$ cat src/uef_cfg.svh
// constants of the enhanced flow-control block: register offsets, field positions, reset values
// assumes a 32-bit apb slave with byte addresses, one register per aligned word
`ifndef UEF_CFG_SVH
`define UEF_CFG_SVH

// register byte offsets
`define UEF_OFS_EFR      8'h00
`define UEF_OFS_CHARS    8'h04
`define UEF_OFS_ENH      8'h08
`define UEF_OFS_CTRL     8'h0C
`define UEF_OFS_STATUS   8'h10
`define UEF_OFS_MASK     8'h14
`define UEF_OFS_STATE    8'h18

// reset values
`define UEF_RST_EFR      8'h00
`define UEF_RST_CHARS    32'h0000_0000
`define UEF_RST_ENH      11'h000
`define UEF_RST_CTRL     9'h000
`define UEF_RST_EVT      5'h00

// status / mask bit positions
`define UEF_EV_TRIG      0
`define UEF_EV_RESUME    1
`define UEF_EV_PAUSE     2
`define UEF_EV_CTS       3
`define UEF_EV_SPECIAL   4
`define UEF_EV_W         5

// control register fields
`define UEF_CTRL_RTS     0
`define UEF_CTRL_TRIG_LO 8
`define UEF_CTRL_TRIG_HI 15

// enhanced-field register width
`define UEF_ENH_W        11

// software flow-control codes
`define UEF_SW_NONE      2'b00
`define UEF_SW_PAIR2     2'b01
`define UEF_SW_PAIR1     2'b10
`define UEF_SW_BOTH      2'b11

// receive fill distance to the rts thresholds
`define UEF_LVL_STEP     9'h001
`define UEF_LVL_STEP2    9'h002

`endif

$ cat src/uef_pkg.sv
// types shared by the enhanced flow-control block
// assumes uef_cfg.svh for numeric constants except the one-hot state codes given here
package uef_pkg;

  typedef struct packed {
    logic       auto_cts;
    logic       auto_rts;
    logic       special_det;
    logic       enhanced;
    logic [1:0] tx_sw;
    logic [1:0] rx_sw;
  } uef_efr_t;

  typedef struct packed {
    logic [7:0] pause_char_two;
    logic [7:0] pause_char_one;
    logic [7:0] resume_char_two;
    logic [7:0] resume_char_one;
  } uef_chars_t;

  typedef struct packed {
    logic [2:0] modem_control;
    logic [1:0] fifo_control;
    logic [1:0] interrupt_status;
    logic [3:0] interrupt_enable;
  } uef_enh_t;

  typedef enum logic [2:0] {
    UEF_FS_IDLE   = 3'b001,
    UEF_FS_FIRST  = 3'b010,
    UEF_FS_SECOND = 3'b100
  } uef_fs_t;

endpackage

$ cat src/uef_rx_match.sv
// receive flow-character matcher: single, either-pair and two-character sequences
// assumes one received character per rx_valid pulse, synchronous to sys_clk
`include "uef_cfg.svh"

module uef_rx_match (
  // clock and reset
  input  wire logic              sys_clk,
  input  wire logic              nrst,
  // setup
  input  wire logic [1:0]        tx_sw,
  input  wire logic [1:0]        rx_sw,
  input  wire uef_pkg::uef_chars_t chars,
  // received characters
  input  wire logic              rx_valid,
  input  wire logic [7:0]        rx_data,
  // matches
  output logic                   resume_hit,
  output logic                   pause_hit
);

  logic r1, r2, p1, p2, seq_mode, either;
  logic prev_r1_q, prev_p1_q;

  // full byte compare, bit 0 against the lsb  see RULE_08
  assign r1 = rx_data == chars.resume_char_one;
  assign r2 = rx_data == chars.resume_char_two;
  assign p1 = rx_data == chars.pause_char_one;
  assign p2 = rx_data == chars.pause_char_two;

  // all four bits set asks for the two-character sequence  see RULE_15
  assign seq_mode = (rx_sw == `UEF_SW_BOTH) && (tx_sw == `UEF_SW_BOTH);
  assign either   = (rx_sw == `UEF_SW_BOTH) && !seq_mode;  // see RULE_14

  ////////////////////////////////////////////////////////////////////////////
  // first half of a pair remembered for one character only  see RULE_16
  always_ff @(posedge sys_clk or negedge nrst) begin
    if (!nrst) begin
      prev_r1_q <= 1'b0;
      prev_p1_q <= 1'b0;
    end else if (rx_valid) begin
      prev_r1_q <= seq_mode && r1;
      prev_p1_q <= seq_mode && p1;
    end
  end

  ////////////////////////////////////////////////////////////////////////////
  always_comb begin
    resume_hit = 1'b0;
    pause_hit  = 1'b0;
    if (rx_valid) begin
      if (seq_mode) begin
        resume_hit = prev_r1_q && r2;
        pause_hit  = prev_p1_q && p2;
      end else if (either) begin
        resume_hit = r1 || r2;
        pause_hit  = p1 || p2;
      end else if (rx_sw == `UEF_SW_PAIR1) begin  // see RULE_13
        resume_hit = r1;
        pause_hit  = p1;
      end else if (rx_sw == `UEF_SW_PAIR2) begin
        resume_hit = r2;
        pause_hit  = p2;
      end
    end
  end

endmodule

$ cat src/uef_top.sv
// enhanced flow control for one uart channel: apb registers, auto cts/rts, special char,
// software flow-control characters in the transmit path
// assumes a transmit queue ahead, a serialiser after, and a receiver reporting fill level
//
// Function
// RULE_01: auto cts set: stop sending on cts high
// RULE_02: auto cts: resume once cts low
// RULE_03: auto rts: interrupt at programmed trigger level
// RULE_04: auto rts: rts high one level above
// RULE_05: auto rts: rts low below level minus one
// RULE_06: auto rts off: rts follows software bit
// RULE_07: special detect: match pause two, flag bit 4
// RULE_08: character bit 0 compares received lsb
// RULE_09: software clears flow selection for special detect
// RULE_10: enhanced fields writable only while bit 4 set
// RULE_11: bit 4 set enables features, restores fields
// RULE_12: bits 3:2 select transmitted flow characters
// RULE_13: bits 1:0 select compared flow characters
// RULE_14: rx 11 with single tx: either pair
// RULE_15: all four set: two-character sequences both ways
// RULE_16: dual modes treat pair as sequence
// RULE_17: host avoids flow characters in payload
// RULE_18: matched pause halts transmit, resume continues
`include "uef_cfg.svh"

module uef_top (
  // clock and reset
  input  wire logic        sys_clk,
  input  wire logic        nrst,
  // apb slave
  input  wire logic        psel,
  input  wire logic        penable,
  input  wire logic        pwrite,
  input  wire logic [7:0]  paddr,
  input  wire logic [31:0] pwdata,
  output logic             pready,
  output logic             pslverr,
  output logic [31:0]      prdata,
  // transmit data in
  input  wire logic        tx_valid,
  input  wire logic [7:0]  tx_data,
  output logic             tx_ready,
  // to serialiser
  output logic             ser_valid,
  output logic [7:0]       ser_data,
  input  wire logic        ser_ready,
  // receive side
  input  wire logic        rx_valid,
  input  wire logic [7:0]  rx_data,
  input  wire logic [7:0]  rx_level,
  // modem pins, logic level as on the pin
  input  wire logic        cts_in,
  output logic             rts_out,
  // enhanced fields to the rest of the channel
  output uef_pkg::uef_enh_t enh_fields,
  // interrupt
  output logic             irq
);

  uef_pkg::uef_efr_t   efr_q;
  uef_pkg::uef_chars_t chars_q;
  uef_pkg::uef_enh_t   enh_q;
  uef_pkg::uef_fs_t    fs_q;
  logic [8:0]          ctrl_q;
  logic [`UEF_EV_W-1:0] status_q, mask_q, ev;
  logic [31:0]         rdata_d, prdata_q;
  logic                wr, rd, setup, rts_auto_q, remote_paused_q, local_paused_q;
  logic                send_pause_q, cts_q, trig_q, cts_block, out_load, flow_start;
  logic                resume_hit, pause_hit, special_hit, at_trig, above_trig, below_trig;
  logic [8:0]          lvl9, trig9;

  ////////////////////////////////////////////////////////////////////////////
  // address decode, used for read and write
  function automatic logic mapped(input logic [7:0] a);
    case (a)
      `UEF_OFS_EFR, `UEF_OFS_CHARS, `UEF_OFS_ENH, `UEF_OFS_CTRL,
      `UEF_OFS_STATUS, `UEF_OFS_MASK, `UEF_OFS_STATE: mapped = 1'b1;
      default: mapped = 1'b0;
    endcase
  endfunction

  // zero wait states: every access ends in its first access cycle
  assign setup   = psel && !penable;
  assign pready  = psel && penable;
  assign pslverr = pready && !mapped(paddr);
  assign wr      = pready && pwrite && mapped(paddr);
  assign rd      = pready && !pwrite;
  assign prdata  = prdata_q;

  always_comb begin
    rdata_d = 32'h0000_0000;
    case (paddr)
      `UEF_OFS_EFR:    rdata_d[7:0] = efr_q;
      `UEF_OFS_CHARS:  rdata_d = chars_q;
      `UEF_OFS_ENH:    rdata_d[`UEF_ENH_W-1:0] = enh_q;
      `UEF_OFS_CTRL:   rdata_d[`UEF_CTRL_TRIG_HI:0] = {ctrl_q[8:1], 7'h00, ctrl_q[0]};
      `UEF_OFS_STATUS: rdata_d[`UEF_EV_W-1:0] = status_q;
      `UEF_OFS_MASK:   rdata_d[`UEF_EV_W-1:0] = mask_q;
      `UEF_OFS_STATE:  rdata_d[15:0] = {rx_level, 5'h00, remote_paused_q, cts_block, rts_out};
      default:         rdata_d = 32'h0000_0000;
    endcase
  end

  // read data captured in the setup cycle so it comes from a flop
  always_ff @(posedge sys_clk or negedge nrst) begin
    if (!nrst) begin
      prdata_q <= 32'h0000_0000;
    end else if (setup && !pwrite) begin
      prdata_q <= rdata_d;
    end
  end

  ////////////////////////////////////////////////////////////////////////////
  // software registers; features all off after reset  see RULE_01 see RULE_06
  always_ff @(posedge sys_clk or negedge nrst) begin
    if (!nrst) begin
      efr_q   <= `UEF_RST_EFR;
      chars_q <= `UEF_RST_CHARS;
      ctrl_q  <= `UEF_RST_CTRL;
      mask_q  <= `UEF_RST_EVT;
    end else if (wr) begin
      case (paddr)
        `UEF_OFS_EFR:   efr_q   <= pwdata[7:0];  // see RULE_12 see RULE_13
        `UEF_OFS_CHARS: chars_q <= pwdata;
        `UEF_OFS_CTRL:  ctrl_q  <= {pwdata[`UEF_CTRL_TRIG_HI:`UEF_CTRL_TRIG_LO], pwdata[`UEF_CTRL_RTS]};
        `UEF_OFS_MASK:  mask_q  <= pwdata[`UEF_EV_W-1:0];
        default: ;
      endcase
    end
  end

  // enhanced fields: writes pass only while the enhanced bit is set, held otherwise;
  // the held copy survives clearing the bit, so setting it again brings it back
  always_ff @(posedge sys_clk or negedge nrst) begin
    if (!nrst) begin
      enh_q <= `UEF_RST_ENH;
    end else if (wr && paddr == `UEF_OFS_ENH && efr_q.enhanced) begin  // see RULE_10
      enh_q <= pwdata[`UEF_ENH_W-1:0];
    end
  end

  // fields only reach the channel while enhanced mode is on  see RULE_11
  assign enh_fields = efr_q.enhanced ? enh_q : `UEF_RST_ENH;

  ////////////////////////////////////////////////////////////////////////////
  // receive fill thresholds
  assign lvl9       = {1'b0, rx_level};
  assign trig9      = {1'b0, ctrl_q[8:1]};
  assign at_trig    = lvl9 >= trig9;
  assign above_trig = lvl9 >= trig9 + `UEF_LVL_STEP;   // see RULE_04
  assign below_trig = lvl9 + `UEF_LVL_STEP2 <= trig9;  // see RULE_05

  // hysteresis between the two thresholds keeps rts from chattering
  always_ff @(posedge sys_clk or negedge nrst) begin
    if (!nrst) begin
      rts_auto_q <= 1'b0;
    end else if (!efr_q.auto_rts) begin
      rts_auto_q <= 1'b0;
    end else if (above_trig) begin
      rts_auto_q <= 1'b1;  // see RULE_04
    end else if (below_trig) begin
      rts_auto_q <= 1'b0;  // see RULE_05
    end
  end

  assign rts_out = efr_q.auto_rts ? rts_auto_q : ctrl_q[`UEF_CTRL_RTS];  // see RULE_06

  ////////////////////////////////////////////////////////////////////////////
  // receive character matching
  uef_rx_match u_match (
    .sys_clk    (sys_clk),
    .nrst       (nrst),
    .tx_sw      (efr_q.tx_sw),
    .rx_sw      (efr_q.rx_sw),
    .chars      (chars_q),
    .rx_valid   (rx_valid),
    .rx_data    (rx_data),
    .resume_hit (resume_hit),
    .pause_hit  (pause_hit)
  );

  // character still goes to the fifo; only a flag is raised  see RULE_07 see RULE_08
  assign special_hit = efr_q.special_det && rx_valid && rx_data == chars_q.pause_char_two;

  // remote asked us to stop; resume wins nothing over a pause in the same cycle
  always_ff @(posedge sys_clk or negedge nrst) begin
    if (!nrst) begin
      remote_paused_q <= 1'b0;
    end else if (efr_q.rx_sw == `UEF_SW_NONE) begin
      remote_paused_q <= 1'b0;
    end else if (pause_hit) begin
      remote_paused_q <= 1'b1;  // see RULE_18
    end else if (resume_hit) begin
      remote_paused_q <= 1'b0;  // see RULE_18
    end
  end

  ////////////////////////////////////////////////////////////////////////////
  // events, sticky status cleared by reading it; a new event beats the clear
  // only bits returned by the read are cleared, so an event at the setup edge survives
  always_ff @(posedge sys_clk or negedge nrst) begin
    if (!nrst) begin
      trig_q <= 1'b0;
      cts_q  <= 1'b0;
    end else begin
      trig_q <= at_trig;
      cts_q  <= cts_in;
    end
  end

  assign ev[`UEF_EV_TRIG]    = efr_q.auto_rts && at_trig && !trig_q;  // see RULE_03
  assign ev[`UEF_EV_RESUME]  = resume_hit;
  assign ev[`UEF_EV_PAUSE]   = pause_hit;
  assign ev[`UEF_EV_CTS]     = cts_in != cts_q;
  assign ev[`UEF_EV_SPECIAL] = special_hit;  // see RULE_07

  always_ff @(posedge sys_clk or negedge nrst) begin
    if (!nrst) begin
      status_q <= `UEF_RST_EVT;
    end else if (rd && paddr == `UEF_OFS_STATUS) begin
      status_q <= (status_q & ~prdata_q[`UEF_EV_W-1:0]) | ev;
    end else begin
      status_q <= status_q | ev;
    end
  end

  assign irq = |(status_q & mask_q);

  ////////////////////////////////////////////////////////////////////////////
  // transmit path: flow characters take precedence over queued data
  assign cts_block = efr_q.auto_cts && cts_in;  // see RULE_01 see RULE_02
  assign out_load  = !ser_valid || ser_ready;
  assign flow_start = fs_q == uef_pkg::UEF_FS_IDLE && efr_q.tx_sw != `UEF_SW_NONE &&
                      ((above_trig && !local_paused_q) || (below_trig && local_paused_q));

  // a halt lets the character already in the output stage finish  see RULE_18
  assign tx_ready = fs_q == uef_pkg::UEF_FS_IDLE && !flow_start && !cts_block &&
                    !remote_paused_q && out_load;

  always_ff @(posedge sys_clk or negedge nrst) begin
    if (!nrst) begin
      fs_q           <= uef_pkg::UEF_FS_IDLE;
      send_pause_q   <= 1'b0;
      local_paused_q <= 1'b0;
    end else begin
      case (fs_q)
        uef_pkg::UEF_FS_IDLE: begin
          if (efr_q.tx_sw == `UEF_SW_NONE) begin
            local_paused_q <= 1'b0;
          end else if (flow_start) begin
            fs_q           <= uef_pkg::UEF_FS_FIRST;
            send_pause_q   <= !local_paused_q;
            local_paused_q <= !local_paused_q;
          end
        end
        uef_pkg::UEF_FS_FIRST: begin
          if (out_load && !cts_block) begin
            fs_q <= (efr_q.tx_sw == `UEF_SW_BOTH) ? uef_pkg::UEF_FS_SECOND : uef_pkg::UEF_FS_IDLE;
          end
        end
        uef_pkg::UEF_FS_SECOND: begin
          if (out_load && !cts_block) begin
            fs_q <= uef_pkg::UEF_FS_IDLE;
          end
        end
        default: fs_q <= uef_pkg::UEF_FS_IDLE;
      endcase
    end
  end

  // output stage towards the serialiser
  always_ff @(posedge sys_clk or negedge nrst) begin
    if (!nrst) begin
      ser_valid <= 1'b0;
      ser_data  <= 8'h00;
    end else if (fs_q != uef_pkg::UEF_FS_IDLE && out_load && !cts_block) begin
      ser_valid <= 1'b1;
      // pair two for code 01 and as the second of a dual send  see RULE_12 see RULE_16
      if (fs_q == uef_pkg::UEF_FS_SECOND || efr_q.tx_sw == `UEF_SW_PAIR2) begin
        ser_data <= send_pause_q ? chars_q.pause_char_two : chars_q.resume_char_two;
      end else begin
        ser_data <= send_pause_q ? chars_q.pause_char_one : chars_q.resume_char_one;
      end
    end else if (tx_valid && tx_ready) begin
      ser_valid <= 1'b1;
      ser_data  <= tx_data;
    end else if (ser_ready) begin
      ser_valid <= 1'b0;
    end
  end

  ////////////////////////////////////////////////////////////////////////////
  // checks
  property p_cts_stop;
    @(posedge sys_clk) disable iff (!nrst)
    efr_q.auto_cts && cts_in |-> !tx_ready ##1 (fs_q == $past(fs_q) || $past(fs_q) == uef_pkg::UEF_FS_IDLE);
  endproperty
  a_cts_stop: assert property (p_cts_stop) else $error("sending while cts high"); // see RULE_01

  property p_cts_resume;
    @(posedge sys_clk) disable iff (!nrst)
    efr_q.auto_cts && !cts_in && !ser_valid && !remote_paused_q && fs_q == uef_pkg::UEF_FS_IDLE
      && !flow_start |-> tx_ready;
  endproperty
  a_cts_resume: assert property (p_cts_resume) else $error("no resume after cts low"); // see RULE_02

  property p_trig_irq;
    @(posedge sys_clk) disable iff (!nrst)
    efr_q.auto_rts && at_trig && !trig_q |=> status_q[`UEF_EV_TRIG];
  endproperty
  a_trig_irq: assert property (p_trig_irq) else $error("trigger event lost"); // see RULE_03

  property p_rts_high;
    @(posedge sys_clk) disable iff (!nrst)
    efr_q.auto_rts && above_trig ##1 efr_q.auto_rts |-> rts_out;
  endproperty
  a_rts_high: assert property (p_rts_high) else $error("rts not raised above trigger"); // see RULE_04

  property p_rts_low;
    @(posedge sys_clk) disable iff (!nrst)
    efr_q.auto_rts && below_trig ##1 efr_q.auto_rts |-> !rts_out;
  endproperty
  a_rts_low: assert property (p_rts_low) else $error("rts not dropped below trigger"); // see RULE_05

  property p_rts_manual;
    @(posedge sys_clk) disable iff (!nrst)
    !efr_q.auto_rts |-> rts_out == ctrl_q[`UEF_CTRL_RTS];
  endproperty
  a_rts_manual: assert property (p_rts_manual) else $error("rts not under software"); // see RULE_06

  property p_special;
    @(posedge sys_clk) disable iff (!nrst)
    efr_q.special_det && rx_valid && rx_data == chars_q.pause_char_two |=> status_q[`UEF_EV_SPECIAL];
  endproperty
  a_special: assert property (p_special) else $error("special char flag missing"); // see RULE_07

  property p_enh_lock;
    @(posedge sys_clk) disable iff (!nrst)
    !efr_q.enhanced |=> $stable(enh_q);
  endproperty
  a_enh_lock: assert property (p_enh_lock) else $error("latched field changed"); // see RULE_10

  property p_enh_write;
    @(posedge sys_clk) disable iff (!nrst)
    wr && paddr == `UEF_OFS_ENH && efr_q.enhanced |=> enh_q == $past(pwdata[`UEF_ENH_W-1:0]);
  endproperty
  a_enh_write: assert property (p_enh_write) else $error("enhanced write lost"); // see RULE_11

  property p_pause_halt;
    @(posedge sys_clk) disable iff (!nrst)
    pause_hit && efr_q.rx_sw != `UEF_SW_NONE ##1 !resume_hit && efr_q.rx_sw != `UEF_SW_NONE
      |-> !tx_ready ##1 !tx_ready;
  endproperty
  a_pause_halt: assert property (p_pause_halt) else $error("sending after pause"); // see RULE_18

  property p_second_pair;
    @(posedge sys_clk) disable iff (!nrst)
    fs_q == uef_pkg::UEF_FS_SECOND |-> efr_q.tx_sw == `UEF_SW_BOTH || $past(efr_q.tx_sw) == `UEF_SW_BOTH;
  endproperty
  a_second_pair: assert property (p_second_pair) else $error("dual send in single mode"); // see RULE_15

endmodule

$ cat config.mk
export PLATFORM = sky130hd
export DESIGN_NAME = uef_top
export DESIGN_NICKNAME = d
export VERILOG_FILES = /design/src/uef_pkg.sv /design/src/uef_rx_match.sv /design/src/uef_top.sv
export VERILOG_INCLUDE_DIRS = /design/src
export SDC_FILE = /design/constraint.sdc
export NUM_CORES = 1
export LEC_CHECK = 0
export ABC_CLOCK_PERIOD_IN_PS = 7600
export BUFFER_PORTS_ARGS = -buffer_cell sky130_fd_sc_hd__buf_2
export CAP_MARGIN = 20
export CORE_AREA = 2 2 91 158
export CTS_CLUSTER_SIZE = 30
export DETAILED_ROUTE_END_ITERATION = 16
export DIE_AREA = 0 0 93 160
export PLACE_DENSITY = 0.73
export SLEW_MARGIN = 10
export SYNTH_ARGS = -nofsm -noshare
export SYNTH_HDL_FRONTEND = slang
export SYNTH_SLANG_ARGS = --single-unit
export TNS_END_PERCENT = 20
$ cat constraint.sdc
create_clock -name sys_clk -period 7.6 [get_ports sys_clk]
set_input_delay 0 -clock sys_clk [delete_from_list [all_inputs] [get_ports sys_clk]]
set_output_delay 0 -clock sys_clk [all_outputs]
set_load 0.02 [all_outputs]
==> results.md <==
* Result of the run: complete, no violations
* Total number of H-tree levels at 4
* Core outline area at 13700 sq um
* Sequential area share after synthesis at 0.442
* Number of unique standard cell types used by synthesis at 61
* Main synth FF type: sky130_fd_sc_hd__dfrtp_1
* Util after Layout at 0.639
* Hold path start: pwrite
* Max VDD drop at 185 uV
* Total routed wirelength at 19600 um
* Critical path class: reg -> out
* Setup repair after global routing missed its margin: false
* Ratio of final minimum period to clock period at 0.416
* Clock tree from TritonCTS: built
* Site Rows at 57
* Ys Warns at 0
* Top post-synthesis cells by area: sky130_fd_sc_hd__dfrtp_1 (44%), sky130_fd_sc_hd__mux2_4 (8.7%), sky130_fd_sc_hd__mux2_2 (4.7%)
* Die span in y at 160 um
* Half-perimeter wire length after detailed placement at 14300 um
* CTS buffer count at 17
* Dpl cell area at 7650 sq um
* Total number of vias at 5708
* Avg Inst Size Synth at 11.3 sq um
* Vias in the first global route at 5928
* Via density per instance at 5.87
* F_max at 316 MHz
* Number of search-and-repair iterations in the first detailed-routing pass at 4
* Final WS setup at 4.44 ns
* Count of flip-flops with a built-in enable after synthesis at 0
* Final hold vios at 0
* Final Critical Period at 3.16 ns
* Total congestion overflow after global routing at 0
* Tightest slew margin relative to the limit at 0.256
* Library cell appearing most often on the critical path: sky130_fd_sc_hd__nand3_1
* Crit end category: primary output
* Biggest cell delay along the critical path at 0.50 ns
* Static Leak at 4.30 nW
* Commonest non-fill, non-tap cells in the layout: sky130_fd_sc_hd__buf_2 (128), sky130_fd_sc_hd__dfrtp_1 (121), sky130_fd_sc_hd__dlygate4sd3_1 (47)
* Clock insertion delay at the later pin of the skew report at 0.41 ns
* Clock root buffer: sky130_fd_sc_hd__clkbuf_16
* Port-buffer cells at 129
* Final weighted congestion of routability-driven global placement at 0.893
* Critical Path Fanout Max at 8
* Wire length of the first global-routing pass at 31400 um
* CTS resizes at 0
* Number of filler instances in the final layout at 1090
* Fraction of registers with async set or reset after synthesis at 1.00
* Netlist area before placement at 6910 sq um
* Post-route setup TNS at 0 ns
* Power after layout at 1.68 mW
* Leading cell type in the layout, fill and taps excluded: sky130_fd_sc_hd__buf_2
* Reg-to-reg slack, setup at 4.65 ns
* Yosys top cell area share at 0.438
* Path depth of the worst reg2reg path at 11
* Post-placement worst setup slack at 4.71 ns
* Total of max-cap violations at 0
* Drt drc at 0
* Chip width at 93 um
* Iteration-0 DRC count of the detailed router at 312
* Worst endpoint required time at 7.60 ns
* Post-detailed-route wirelength per cell at 20.2 um
* WP data arrival at 3.16 ns
* N_diodes at 0
* Pin count of the biggest net entering global routing at 71
* Number of I/O pins at 130
* Last element of the critical path: tx_ready
* Initial antenna violation count at 0
* Cell area after layout at 8740 sq um
* CP startpoint kind: flop
* TritonCTS sink count at 122
* Post-detailed-route count of antenna-violating nets at 0
* Area taken by flip-flops and latches at 3050 sq um
* Slowest cell on the critical path: sky130_fd_sc_hd__dfrtp_1
* Chain of cells forming the critical path: nand3_1, nor3_1, nand3_1, xnor2_1, ha_1, a31o_2, a21oi_1, a211oi_1, o21ai_0, a21o_1, and3_1, buf_2
* Critical path startpoint: ctrl_q[3]$_DFFE_PN0P_
* CTS clk-pin slew, worst paths at 0.06 ns
* Skew final at 0.00653 ns
* All-Layer GR Usage at 0.273
* Yosys top cell by area: sky130_fd_sc_hd__dfrtp_1
* Final count of pins violating max slew at 0
* Maximum buffer depth of the clock tree at 2
* End of the worst register-to-register path: ser_data[4]$_DFFE_PN0P_
* Fraction of layout cells with a size suffix above 1 at 0.323
* Hold Crit Class: in -> reg
* Power per Cell Area at 192 nW/um^2
* Effective utilization at floorplan at 0.504
* Syn-to-layout area delta at 26.6%
* Number of nets in the final layout at 881
* Net count after synthesis at 709
* Die footprint at 14900 sq um
* Synthesized flop and latch total at 122
* Area taken by multi-input logic gates at 3640 sq um
* Cell count after synthesis at 611
* Transition time of the tightest slew-check pin at 1.11 ns
* Count of final setup violators at 0
* Worst r2r src: ctrl_q[3]$_DFFE_PN0P_
## state kept, by name, indices dropped and copies added, names as in the netlist
register,cells
status_q,5
ser_valid,1
trig_q,1
mask_q,5
enh_q,11
ser_data,8
prdata,32
send_pause_q,1
chars_q,32
u_match.prev_r1_q,1
rts_auto_q,1
ctrl_q,9
u_match.prev_p1_q,1
cts_q,1
fs_q,3
local_paused_q,1
efr_q,8
remote_paused_q,1
## area by class of cell
class	count	area share
clock buffers	21	0.0538
clock inverters	11	0.0163
inverters	20	0.00859
multi-input cells	443	0.416
flip-flops and latches	122	0.349
well taps	177	0.0253
repair buffers	179	0.131
## layer usage
metal  track usage  vias to the layer above  share of wire
li1              -                     2601              -
met1         0.319                     2835           0.38
met2         0.490                      219           0.54
met3        0.0410                       53          0.044
met4         0.118                        0          0.036
met5             0                        -              0
## worst min-delay path by stage
stage                                         end  slack [ns]  depth (start not counted)
after floorplan            chars_q[0]$_DFFE_PN0P_       -0.30                          0
after global placement    ser_data[5]$_DFFE_PN0P_        0.06                          1
after detailed placement  ser_data[7]$_DFFE_PN0P_        0.07                          1
after CTS                   status_q[3]$_DFF_PN0_       0.002                          4
after global routing       prdata[13]$_DFFE_PN0P_        0.04                          3
final                       status_q[3]$_DFF_PN0_       0.005                          4
## cell usage after synthesis, types with 6 or more instances
library cell and count:
sky130_fd_sc_hd__mux2_2 29, sky130_fd_sc_hd__nand2_1 39, sky130_fd_sc_hd__dfrtp_1 121, sky130_fd_sc_hd__ha_1 25, sky130_fd_sc_hd__xnor2_1 27, sky130_fd_sc_hd__nand4_1 8
sky130_fd_sc_hd__a21oi_1 25, sky130_fd_sc_hd__inv_1 20, sky130_fd_sc_hd__nand3_1 20, sky130_fd_sc_hd__xor2_1 17, sky130_fd_sc_hd__and2_1 15, sky130_fd_sc_hd__a21o_1 6
sky130_fd_sc_hd__buf_2 6, sky130_fd_sc_hd__nor2_1 35, sky130_fd_sc_hd__mux4_2 9, sky130_fd_sc_hd__mux2_4 40, sky130_fd_sc_hd__a22o_1 19, sky130_fd_sc_hd__mux2i_1 12
sky130_fd_sc_hd__and3_1 9, sky130_fd_sc_hd__clkbuf_1 12, sky130_fd_sc_hd__a31oi_1 9, sky130_fd_sc_hd__o21ai_0 28
## through the flow
step / hold WS [ns] / instances
detailed placement: 0.0734 / 893
CTS: 0.00197 / 972
global route: 0.0416 / 973
global placement: 0.0590 / 893
finish: 0.00451 / 973
floorplan: -0.296 / 611
## cells by family (layout without fill, tap and decap cells)
family / count (synthesis) / in the layout / synth area share
AOI/OAI and AO/OA: 135 / 135 / 0.136
muxes: 90 / 90 / 0.181
and+or+nand+nor: 149 / 149 / 0.109
xor gates and xnor gates: 44 / 44 / 0.0558
adders and majority gates: 25 / 25 / 0.0453
buffers and inverters: 46 / 231 / 0.0310
DFF: 122 / 122 / 0.442
## repair_timing
item	CTS	global route
buffers inserted	0	0
hold buffers	47	0
endpoints found under the hold margin	134	0
## power by group
group	leakage (nW)	internal, mW	total [mW]	switching, mW
clock	0.299	0.541	0.834	0.294
combinational	2.34	0.0744	0.172	0.0973
sequential	1.67	0.663	0.676	0.0125
## worst max-delay path, delay by kind of cell (launching register included)
family,cells,cell delay (ns)
buffers and inverters,1,0.16
DFF,1,0.50
AOI/OAI and AO/OA,5,0.91
and+or+nand+nor,4,0.73
xor gates and xnor gates,1,0.14
adders and majority gates,1,0.31
Power figures use the tool's default switching activity.
